[src/hw/cag_pkg.sv]
// constants, request and result carriers for the address generator
`default_nettype none
package cag_pkg;
    // byte register numbers within a bank
    localparam logic [2:0] REG_X = 3'h0;
    localparam logic [2:0] REG_A = 3'h1;
    localparam logic [2:0] REG_C = 3'h2;
    localparam logic [2:0] REG_B = 3'h3;
    localparam logic [2:0] REG_E = 3'h4;
    localparam logic [2:0] REG_D = 3'h5;
    localparam logic [2:0] REG_L = 3'h6;
    localparam logic [2:0] REG_H = 3'h7;
    // word pair numbers within a bank
    localparam logic [1:0] PAIR_ACC  = 2'h0;
    localparam logic [1:0] PAIR_BC   = 2'h1;
    localparam logic [1:0] PAIR_DE   = 2'h2;
    localparam logic [1:0] PAIR_BASE = 2'h3;

    localparam logic [15:0] PAGE_BASE    = 16'h0800;
    localparam logic [15:0] VEC_BASE     = 16'h0040;
    localparam logic [15:0] VEC_LAST     = 16'h007f;
    localparam logic [6:0]  SADDR_TOP    = 7'h7f;
    localparam logic [7:0]  SADDR_SPLIT  = 8'h20;
    localparam logic [15:0] SADDR_FIRST  = 16'hfe20;
    localparam logic [15:0] SADDR_LAST   = 16'hff1f;
    localparam logic [7:0]  SFR_PAGE     = 8'hff;
    localparam logic [7:0]  SFR_GAP_LO   = 8'hd0;
    localparam logic [7:0]  SFR_GAP_HI   = 8'hdf;
    localparam logic [15:0] PC_RESET     = 16'h0000;

    typedef enum logic [4:0] {
        CAG_OP_SEQ, CAG_OP_ABS, CAG_OP_SHORT_PAGE, CAG_OP_VECTOR,
        CAG_OP_REG_BRANCH, CAG_OP_MULTIPLY, CAG_OP_DIVIDE,
        CAG_OP_DEC_ADJUST, CAG_OP_NIBBLE_ROT, CAG_OP_REG, CAG_OP_PAIR,
        CAG_OP_DIRECT, CAG_OP_SADDR, CAG_OP_SFR, CAG_OP_INDIRECT,
        CAG_OP_BASED, CAG_OP_BASED_IDX
    } cag_op_t;

    typedef enum logic [1:0] {CAG_IDLE, CAG_VEC_LO, CAG_VEC_HI} cag_state_t;

    typedef struct packed {
        cag_op_t     op;
        logic [15:0] imm;     // addr16, addr11 or byte in the low bits
        logic [7:0]  opcode;  // bits 5..1 pick the vector entry
        logic [2:0]  rfield;  // byte register field
        logic [1:0]  pfield;  // pair field
        logic        word;    // word-sized operand
        logic        sel_alt; // [base] vs [DE], B vs C
        logic [2:0]  len;     // instruction length in bytes
    } cag_req_t;

    typedef struct packed {
        logic        ea_valid;
        logic [15:0] ea;
        logic        word;
        logic        align_err;
        logic        range_err;
        logic        byte_en;
        logic [4:0]  byte_sel;  // {bank, register}
        logic        src2_en;
        logic [4:0]  src2_sel;
        logic        pair_en;
        logic [3:0]  pair_sel;  // {bank, pair}
    } cag_res_t;
endpackage : cag_pkg
`default_nettype wire

[src/hw/cag_addr_gen.sv]
// branch target and operand address generation for the 8-bit core
`timescale 1ns/1ns
`default_nettype none
module cag_addr_gen (
    input  wire logic                 clk_i,
    input  wire logic                 rst_b_i,
    input  wire logic                 req_valid_i,
    input  wire cag_pkg::cag_req_t    req_i,
    input  wire logic                 bank_select_low_i,
    input  wire logic                 bank_select_high_i,
    input  wire logic [3:0][7:0][7:0] regs_i,
    input  wire logic [7:0]           mem_rdata_i,
    input  wire logic                 mem_rvalid_i,
    output logic                      busy_o,
    output logic                      done_o,
    output logic [15:0]               pc_o,
    output cag_pkg::cag_res_t         res_o,
    output logic                      mem_rd_o,
    output logic [15:0]               mem_addr_o
);
    cag_pkg::cag_state_t state_reg;
    logic [7:0]          vec_lo_reg;
    cag_pkg::cag_res_t   res_next;
    logic [1:0]          bank;
    logic [7:0][7:0]     cur;
    logic [15:0]         acc_pair;
    logic [15:0]         base_pair;
    logic [15:0]         de_pair;
    logic [7:0]          imm8;
    logic [15:0]         vec_addr;
    logic                take;

    assign bank      = {bank_select_high_i, bank_select_low_i};
    assign cur       = regs_i[bank];
    // pair n is {byte 2n+1, byte 2n}: A:X, B:C, D:E, H:L
    assign acc_pair  = {cur[cag_pkg::REG_A], cur[cag_pkg::REG_X]};
    assign de_pair   = {cur[cag_pkg::REG_D], cur[cag_pkg::REG_E]};
    assign base_pair = {cur[cag_pkg::REG_H], cur[cag_pkg::REG_L]};
    assign imm8      = req_i.imm[7:0];
    assign take      = req_valid_i && (state_reg == cag_pkg::CAG_IDLE);
    // entry address is always even, so the high byte sits at +1
    assign vec_addr  = cag_pkg::VEC_BASE
                     | {10'h000, req_i.opcode[5:1], 1'b0};

    // operand decode; evaluated each cycle, captured only on take
    always_comb begin
        res_next = '0;
        res_next.word = req_i.word;
        case (req_i.op)
            cag_pkg::CAG_OP_MULTIPLY: begin
                res_next.byte_en  = 1'b1;
                res_next.byte_sel = {bank, cag_pkg::REG_A};
                res_next.src2_en  = 1'b1;
                res_next.src2_sel = {bank, cag_pkg::REG_X};
                res_next.pair_en  = 1'b1;
                res_next.pair_sel = {bank, cag_pkg::PAIR_ACC};
            end
            cag_pkg::CAG_OP_DIVIDE: begin
                res_next.pair_en  = 1'b1;
                res_next.pair_sel = {bank, cag_pkg::PAIR_ACC};
            end
            cag_pkg::CAG_OP_DEC_ADJUST: begin
                res_next.byte_en  = 1'b1;
                res_next.byte_sel = {bank, cag_pkg::REG_A};
            end
            cag_pkg::CAG_OP_NIBBLE_ROT: begin
                res_next.byte_en  = 1'b1;
                res_next.byte_sel = {bank, cag_pkg::REG_A};
            end
            cag_pkg::CAG_OP_REG: begin
                res_next.byte_en  = 1'b1;
                res_next.byte_sel = {bank, req_i.rfield};
            end
            cag_pkg::CAG_OP_PAIR: begin
                res_next.pair_en  = 1'b1;
                res_next.pair_sel = {bank, req_i.pfield};
            end
            cag_pkg::CAG_OP_DIRECT: begin
                res_next.ea_valid = 1'b1;
                res_next.ea       = req_i.imm;
            end
            cag_pkg::CAG_OP_SADDR: begin
                res_next.ea_valid = 1'b1;
                // low codes fold up above ff00h to close the window
                res_next.ea = {cag_pkg::SADDR_TOP,
                               imm8 < cag_pkg::SADDR_SPLIT,
                               imm8};
                res_next.align_err = req_i.word && imm8[0];
            end
            cag_pkg::CAG_OP_SFR: begin
                res_next.ea_valid  = 1'b1;
                res_next.ea        = {cag_pkg::SFR_PAGE, imm8};
                res_next.range_err = (imm8 >= cag_pkg::SFR_GAP_LO)
                                  && (imm8 <= cag_pkg::SFR_GAP_HI);
                res_next.align_err = req_i.word && imm8[0];
            end
            cag_pkg::CAG_OP_INDIRECT: begin
                res_next.ea_valid = 1'b1;
                res_next.ea = req_i.sel_alt ? base_pair : de_pair;
            end
            cag_pkg::CAG_OP_BASED: begin
                res_next.ea_valid = 1'b1;
                // 16-bit target truncates the carry out on purpose
                res_next.ea = base_pair + {8'h00, imm8};
            end
            cag_pkg::CAG_OP_BASED_IDX: begin
                res_next.ea_valid = 1'b1;
                res_next.ea = base_pair + {8'h00, req_i.sel_alt
                    ? cur[cag_pkg::REG_B] : cur[cag_pkg::REG_C]};
            end
            default: begin
                res_next.word = 1'b0;
            end
        endcase
    end

    // sequencer and program counter
    always_ff @(posedge clk_i or negedge rst_b_i) begin
        if (!rst_b_i) begin
            state_reg  <= cag_pkg::CAG_IDLE;
            pc_o       <= cag_pkg::PC_RESET;
            vec_lo_reg <= 8'h00;
        end else begin
            case (state_reg)
                cag_pkg::CAG_IDLE: begin
                    if (take) begin
                        case (req_i.op)
                            cag_pkg::CAG_OP_SEQ:
                                pc_o <= pc_o + {13'h0000, req_i.len};
                            cag_pkg::CAG_OP_ABS:
                                pc_o <= req_i.imm;
                            cag_pkg::CAG_OP_SHORT_PAGE:
                                pc_o <= cag_pkg::PAGE_BASE
                                      | {5'h00, req_i.imm[10:0]};
                            cag_pkg::CAG_OP_REG_BRANCH:
                                pc_o <= acc_pair;
                            cag_pkg::CAG_OP_VECTOR:
                                state_reg <= cag_pkg::CAG_VEC_LO;
                            default: begin
                                pc_o <= pc_o;
                            end
                        endcase
                    end
                end
                cag_pkg::CAG_VEC_LO: begin
                    if (mem_rvalid_i) begin
                        vec_lo_reg <= mem_rdata_i;
                        state_reg  <= cag_pkg::CAG_VEC_HI;
                    end
                end
                cag_pkg::CAG_VEC_HI: begin
                    if (mem_rvalid_i) begin
                        pc_o      <= {mem_rdata_i, vec_lo_reg};
                        state_reg <= cag_pkg::CAG_IDLE;
                    end
                end
                default: begin
                    state_reg <= cag_pkg::CAG_IDLE;
                end
            endcase
        end
    end

    // memory read strobe holds until each byte is answered
    always_ff @(posedge clk_i or negedge rst_b_i) begin
        if (!rst_b_i) begin
            mem_rd_o   <= 1'b0;
            mem_addr_o <= 16'h0000;
        end else if (take && req_i.op == cag_pkg::CAG_OP_VECTOR) begin
            mem_rd_o   <= 1'b1;
            mem_addr_o <= vec_addr;
        end else if (state_reg == cag_pkg::CAG_VEC_LO && mem_rvalid_i) begin
            mem_addr_o <= mem_addr_o + 16'h0001;
        end else if (state_reg == cag_pkg::CAG_VEC_HI && mem_rvalid_i) begin
            mem_rd_o   <= 1'b0;
        end
    end

    // operand result and handshake flags
    always_ff @(posedge clk_i or negedge rst_b_i) begin
        if (!rst_b_i) begin
            res_o  <= '0;
            done_o <= 1'b0;
            busy_o <= 1'b0;
        end else begin
            if (take) begin
                res_o <= res_next;
            end
            done_o <= (take && req_i.op != cag_pkg::CAG_OP_VECTOR)
                   || (state_reg == cag_pkg::CAG_VEC_HI && mem_rvalid_i);
            busy_o <= (take && req_i.op == cag_pkg::CAG_OP_VECTOR)
                   || (state_reg == cag_pkg::CAG_VEC_LO)
                   || (state_reg == cag_pkg::CAG_VEC_HI && !mem_rvalid_i);
        end
    end

    a_abs_pc_load:
    assert property (@(posedge clk_i) disable iff (!rst_b_i)
        take && req_i.op == cag_pkg::CAG_OP_ABS
        |=> pc_o == $past(req_i.imm) && done_o)
        else $error("absolute branch did not load the immediate");

    a_page_call_range:
    assert property (@(posedge clk_i) disable iff (!rst_b_i)
        take && req_i.op == cag_pkg::CAG_OP_SHORT_PAGE
        |=> pc_o >= 16'h0800 && pc_o <= 16'h0fff
            && pc_o[10:0] == $past(req_i.imm[10:0]))
        else $error("short page call target out of its page");

    a_vec_entry_addr:
    assert property (@(posedge clk_i) disable iff (!rst_b_i)
        take && req_i.op == cag_pkg::CAG_OP_VECTOR
        |=> mem_rd_o && busy_o && !mem_addr_o[0]
            && mem_addr_o >= cag_pkg::VEC_BASE
            && mem_addr_o <= cag_pkg::VEC_LAST
            && mem_addr_o[5:1] == $past(req_i.opcode[5:1]))
        else $error("vector entry address wrong");

    a_vec_byte_order:
    assert property (@(posedge clk_i) disable iff (!rst_b_i)
        state_reg == cag_pkg::CAG_VEC_LO && mem_rvalid_i
        |=> mem_addr_o == $past(mem_addr_o) + 16'h0001 && mem_rd_o)
        else $error("vector high byte not read at odd address");

    a_vec_pc_load:
    assert property (@(posedge clk_i) disable iff (!rst_b_i)
        state_reg == cag_pkg::CAG_VEC_HI && mem_rvalid_i
        |=> pc_o[15:8] == $past(mem_rdata_i) && done_o && !busy_o
            && !mem_rd_o)
        else $error("vector entry not loaded into the pc");

    a_reg_branch_pc:
    assert property (@(posedge clk_i) disable iff (!rst_b_i)
        take && req_i.op == cag_pkg::CAG_OP_REG_BRANCH
        |=> pc_o == $past(acc_pair))
        else $error("register branch did not copy the accumulator pair");

    a_seq_advance:
    assert property (@(posedge clk_i) disable iff (!rst_b_i)
        take && req_i.op == cag_pkg::CAG_OP_SEQ
        |=> pc_o == $past(pc_o) + {13'h0000, $past(req_i.len)})
        else $error("pc did not advance by the instruction length");

    a_multiply_implied:
    assert property (@(posedge clk_i) disable iff (!rst_b_i)
        take && req_i.op == cag_pkg::CAG_OP_MULTIPLY
        |=> res_o.byte_sel[2:0] == cag_pkg::REG_A
            && res_o.src2_sel[2:0] == cag_pkg::REG_X
            && res_o.pair_sel[1:0] == cag_pkg::PAIR_ACC
            && res_o.pair_sel[3:2] == $past(bank))
        else $error("multiply operands not implied correctly");

    a_reg_bank_select:
    assert property (@(posedge clk_i) disable iff (!rst_b_i)
        take && req_i.op == cag_pkg::CAG_OP_REG
        |=> res_o.byte_en
            && res_o.byte_sel == {$past(bank_select_high_i),
                                  $past(bank_select_low_i),
                                  $past(req_i.rfield)})
        else $error("register bank or field not honoured");

    a_saddr_window:
    assert property (@(posedge clk_i) disable iff (!rst_b_i)
        take && req_i.op == cag_pkg::CAG_OP_SADDR
        |=> res_o.ea >= cag_pkg::SADDR_FIRST
            && res_o.ea <= cag_pkg::SADDR_LAST
            && res_o.ea[8] == ($past(imm8) < 8'h20))
        else $error("short direct address outside its window");

    a_sfr_gap_flag:
    assert property (@(posedge clk_i) disable iff (!rst_b_i)
        take && req_i.op == cag_pkg::CAG_OP_SFR
        |=> res_o.ea[15:8] == 8'hff
            && res_o.range_err == (res_o.ea >= 16'hffd0
                                   && res_o.ea <= 16'hffdf))
        else $error("special register gap not flagged");

    a_based_sum:
    assert property (@(posedge clk_i) disable iff (!rst_b_i)
        take && req_i.op == cag_pkg::CAG_OP_BASED
        |=> res_o.ea == 16'($past(base_pair) + {8'h00, $past(imm8)}))
        else $error("based address sum wrong");

endmodule : cag_addr_gen
`default_nettype wire

[config.mk]
export PLATFORM = sky130hd
export DESIGN_NAME = cag_addr_gen
export DESIGN_NICKNAME = d
export VERILOG_FILES = /design/src/hw/cag_pkg.sv /design/src/hw/cag_addr_gen.sv
export SDC_FILE = /design/constraint.sdc
export NUM_CORES = 1
export LEC_CHECK = 0
export BUFFER_PORTS_ARGS = -buffer_cell sky130_fd_sc_hd__buf_4
export CAP_MARGIN = 15
export CORE_AREA = 5 5 145 147
export DETAILED_ROUTE_END_ITERATION = 12
export DIE_AREA = 0 0 150 152
export GPL_ROUTABILITY_DRIVEN = 0
export PLACE_DENSITY = 0.66
export SLEW_MARGIN = 25
export SYNTH_ARGS = -nofsm -noshare
export SYNTH_HDL_FRONTEND = slang
export SYNTH_SLANG_ARGS = --single-unit
[constraint.sdc]
create_clock -name clk_i -period 3.9 [get_ports clk_i]
set_clock_uncertainty 0.2 [all_clocks]
set_input_delay 0.39 -clock clk_i [delete_from_list [all_inputs] [get_ports clk_i]]
set_output_delay 0.39 -clock clk_i [all_outputs]
set_load 0.01 [all_outputs]
# == Word-level counts from Yosys, hierarchy flattened ==
# Index checks and enable logic that the tools add are counted.
# word_totals
inputBits,309
register_bits,82
output_inout_bits,72
# classes
n_addsub,4
reduce_logical,25
n_mux,25
eq_ne,25
n_lt_le_gt_ge,4
# op_table
operator,n
64-bit binary-select mux with 2-bit select,1
17-bit one-hot mux with 6 select lines,1
16-bit 2-to-1 mux,5
64-bit 2-to-1 mux,1
16-bit one-hot mux with 4 select lines,1
"5-bit by 4-bit equality test with 1-bit output, second input constant",8
16-bit by 8-bit adder with 16-bit output,2
16-bit one-hot mux with 2 select lines,1
"5-bit by 3-bit equality test with 1-bit output, second input constant",4
"16-bit by 1-bit adder with 16-bit output, second input constant",1
16-bit by 3-bit adder with 16-bit output,1
6-bit one-hot mux with 2 select lines,1
12-bit OR reduction,1
"5-bit by 2-bit equality test with 1-bit output, second input constant",2
5-bit one-hot mux with 2 select lines,1
"8-bit >= comparator, second input constant",1
"8-bit less-or-equal comparator, second input constant",1
1-bit logical AND,8
"8-bit by 6-bit less-than comparator with 1-bit output, second input constant",1
2-bit 2-to-1 mux,4
8-bit 2-to-1 mux,1
"2-bit inequality test, second input constant",4
4-bit AND reduction,2
1-bit 2-to-1 mux,6
other kinds (18),24

# == Longest topological paths before layout ==
# logic_depth
word_depth,5
ltp_mapped,16

# == Worst setup path after synthesis ==
# OpenSTA, ideal clock, no wires.
# synth_timing
path_kind,input port to flip-flop
from,input bank_select_low_i
to,register res_o[28] (netlist bit)
n_path_buf,5
setup_ns,0.099
slack_ns,-0.001
stages,15
arrival_ns,3.602
cell_sequence,buf_6 -> buf_12 -> buf_12 -> buf_6 -> buf_2 -> mux4_2 -> mux2i_1 -> o21ai_0 -> ha_1 -> fa_1 -> a21o_1 -> nand4_1 -> a21oi_1 -> or4_1 -> a311oi_1
# synth_via
elab_chain_len,5
word_cells_on_any_way,7
# synth_rtl
item,line_no,rtl
"start, declared",cag_addr_gen.sv:9,"input wire logic bank_select_low_i,"
64-bit binary-select mux with 2-bit select *,cag_addr_gen.sv:34,assign cur = regs_i[bank];
64-bit 2-to-1 mux (implied by the code) *,cag_addr_gen.sv:34,
8-bit 2-to-1 mux,cag_addr_gen.sv:109,? cur[cag_pkg::REG_B] : cur[cag_pkg::REG_C]};
16-bit by 8-bit adder with 16-bit output,cag_addr_gen.sv:108,"res_next.ea = base_pair + {8'h00, req_i.sel_alt"
17-bit one-hot mux with 6 select lines *,cag_addr_gen.sv:49,case (req_i.op)
"end signal, assigned",cag_addr_gen.sv:187,res_o <= res_next;
"end, declared",cag_addr_gen.sv:17,"output cag_pkg::cag_res_t res_o,"
# Mark *: on every way between the ends. The rest lies on a longest branch, timed or not. The select of a mux whose other input is x is not followed.
# A chain may end at the register's enable or synchronous reset.

# == Worst setup path after layout ==
# Same ends and word-level chain as after synthesis.

==> out/results.txt <==
Post-route ant nets - 0
I/O pin total - 381
Nets@finish - 1371
Fraction of layout cells with a size suffix above 1 - 0.450
Initial antenna violation count - 0
Crit path kind - in -> reg
CP max stage delay - 540 ps
Netlist cell types - 67
Die H - 152 um
Levels on crit path - 11
Worst Path Buf+Inv - 1
Vias per cell - 5.56
Overall die width - 150 um
Fin. Hold Viols - 0
CTS tree - built
Post-CTS Setup Inserts - 0
Final Setup Violations - 0
DRC marker count from the first detailed-route iteration - 644
Max-cap violations - 0
Relative slew margins - 0.313
Max Fanout on Critical Path - 16
Root Buffer - clkbuf_16
Worst r2r src - pc_o[0]$_DFFE_PN0P_
Critical path destination - res_o[28]$_DFFE_PN0P_
Worst-Margin Slew - 1030 ps
Asr flop ratio synth - 1.00
Die area - 0.0228 mm2
Worst Setup SP - bank_select_low_i
Avg Synthesized Cell Area - 9.70 um2
Largest Register - res_o
Cells after synthesis - 702
Synth warn - 0
Final Max Slew Viols - 0
Synthesis-to-finish area growth - 47.6%
Worst VDD drop - 177 uV
Commonest non-fill, non-tap cell in the layout - buf_4
Routed wire length - 28400 um
WL/cell - 21.5 um
Post-synthesis cell area - 0.00681 mm2
Outcome - finished, final reports clean
Slowest CP cell - mux4_2
RSZ-0062 raised after global routing - no
First-pass GRT wire length - 42800 um
Crit share post-route - 0.857
FF-to-FF path depth - 9
Placed Cells - 1306
Achievable clock frequency - 299 MHz
Post-route DRC - 0
LEAKAGE - 4.71 nW
DR vias - 7343
Worst-path clk slew - 60 ps
Ys flop type - dfrtp_1
Post-CTS Resized - 0
Tightest Hold Check Type - in -> reg
CTS sink count - 79
Largest register FFs - 34
Finished Core Util - 0.508
Most frequent cells in the layout - buf_4, nand2_1, dfrtp_1
Number of global-route vias before repair - 7466
Critical path endpoint category - register
Site Rows - 52
DR pass1 iterations - 6
Clk_lat worst skew - 340 ps
CP Cell Sequence - buf_4 > mux4_2 > mux2i_1 > o21ai_0 > ha_1 > fa_1 > a21o_1 > nand4_1 > a21oi_1 > or4_1 > a311oi_1
Reg2reg end - pc_o[10]$_DFFE_PN0P_
Post-synth EDFFs - 0
Tot GR Track Use - 0.242
TritonCTS buffer count - 9
Power Density - 305 mW/mm2
Total negative slack - 0 ps
Arrival @ worst endpoint - 3390 ps
Crit path time final - 3340 ps
Port Buffer Count - 374
Cell Count, Final, Fillers Out - 1320
Max Root-Sink Buffers - 2
CP required - 3940 ps
Biggest registers after layout - res_o: 34 flops, mem_addr_o: 16 flops, pc_o: 16 flops
Diodes inserted - 0
Gr ovfl total - 0
Starting Density - 0.344
Worst Setup Start Kind - input port
Critical path's top delay family - compound AO/OA/AOI/OAI gates
Final HPWL DP - 23300 um
Sequential share of the synthesized area - 0.290
H-tree depth - 3
R2R Setup Slk - 1080 ps
Seq cells post-synth - 79
Core area - 0.0198 mm2
Largest net degree at the start of global routing - 80
==> kinds of logic (layout without fill, tap and decap cells) <==
family / count (synthesis) / count (layout) / synth area share
mux: 90 / 90 / 0.253
fa+ha+maj: 14 / 14 / 0.0279
simple gates: 236 / 236 / 0.158
xor+xnor: 28 / 28 / 0.0360
flops: 79 / 79 / 0.290
other cells: 1 / 3 / 0.000551
compound gates: 186 / 186 / 0.183
buf+inv: 68 / 414 / 0.0507
==> Yosys cell counts, types with 10 or more instances <==
master | n | area share
xnor2_1 | 11 | 0.014
a21oi_1 | 23 | 0.017
nor3_1 | 18 | 0.013
ha_1 | 12 | 0.022
mux2i_1 | 19 | 0.028
mux4_2 | 61 | 0.20
buf_2 | 16 | 0.012
inv_1 | 13 | 0.0072
dfrtp_1 | 79 | 0.29
and3_1 | 10 | 0.0092
clkbuf_1 | 29 | 0.016
o21ai_0 | 61 | 0.045
nand3_1 | 19 | 0.014
nor2_1 | 47 | 0.026
a222oi_1 | 10 | 0.015
xor2_1 | 17 | 0.022
o22ai_1 | 10 | 0.0092
nand2_1 | 105 | 0.058
==> worst register-to-register path: stages (launching register included) <==
cell and delay (ps):
dfrtp_1 370, ha_1 200, inv_1 60, fa_1 390, nor2b_1 210, o21ai_0 240
or3_1 400, xnor2_1 130, a222oi_1 290, o221ai_1 170
==> cell type report <==
cell class                 count  area [um2]
clock buffer                  11         243
clock inverter                 2        10.0
fill                        1930        9730
multi-input combinational    557        4500
sequential                    79        1980
timing repair buffer         388        2930
tap                          270         338
inverter                      13        48.8
==> worst min-delay path by stage <==
stage | startpoint | endpoint | slack, ps | depth (start not counted)
detailed placement | res_o[0]$_DFFE_PN0P_ | res_o[0]$_DFFE_PN0P_ | 260 | 2
floorplan | rst_b_i | busy_o$_DFF_PN0_ | -110 | 0
global placement | res_o[12]$_DFFE_PN0P_ | res_o[12]$_DFFE_PN0P_ | 250 | 2
finish | mem_rdata_i[7] | vec_lo_reg[7]$_DFFE_PN0P_ | 50 | 3
CTS | mem_rdata_i[7] | vec_lo_reg[7]$_DFFE_PN0P_ | 30 | 3
global route | mem_rdata_i[7] | vec_lo_reg[7]$_DFFE_PN0P_ | 40 | 3
==> power breakdown <==
group | internal (mW) | switching, mW | total (mW)
logic | 0.655 | 0.564 | 1.22
registers | 0.946 | 0.145 | 1.09
clock network | 0.436 | 0.320 | 0.755
==> timing repair <==
item | CTS | global route
hold endpoints to repair | 79 | 0
endpoints found under the setup margin | 0 | 0
hold buffers | 1 | 0
==> stage by stage <==
step	setup slack, ps	power, mW	hold WS, ps	instance area (um2)
2_1_floorplan	78.9	1.71	-106	6820
3_3_place_gp	271	2.30	251	9790
3_5_place_dp	210	2.32	258	9790
4_1_cts	567	3.09	34.4	10100
5_1_grt	297	3.26	38.3	10100
6_report	556	3.06	47.0	10100
==> per-layer routing <==
metal,global-route usage,wire length (um),share of wire
met5,0,0,0
met4,0.0858,849,0.030
met3,0.0453,1910,0.067
met2,0.388,13700,0.48
met1,0.328,12000,0.42
No activity file was read; power rests on OpenSTA's default activity.
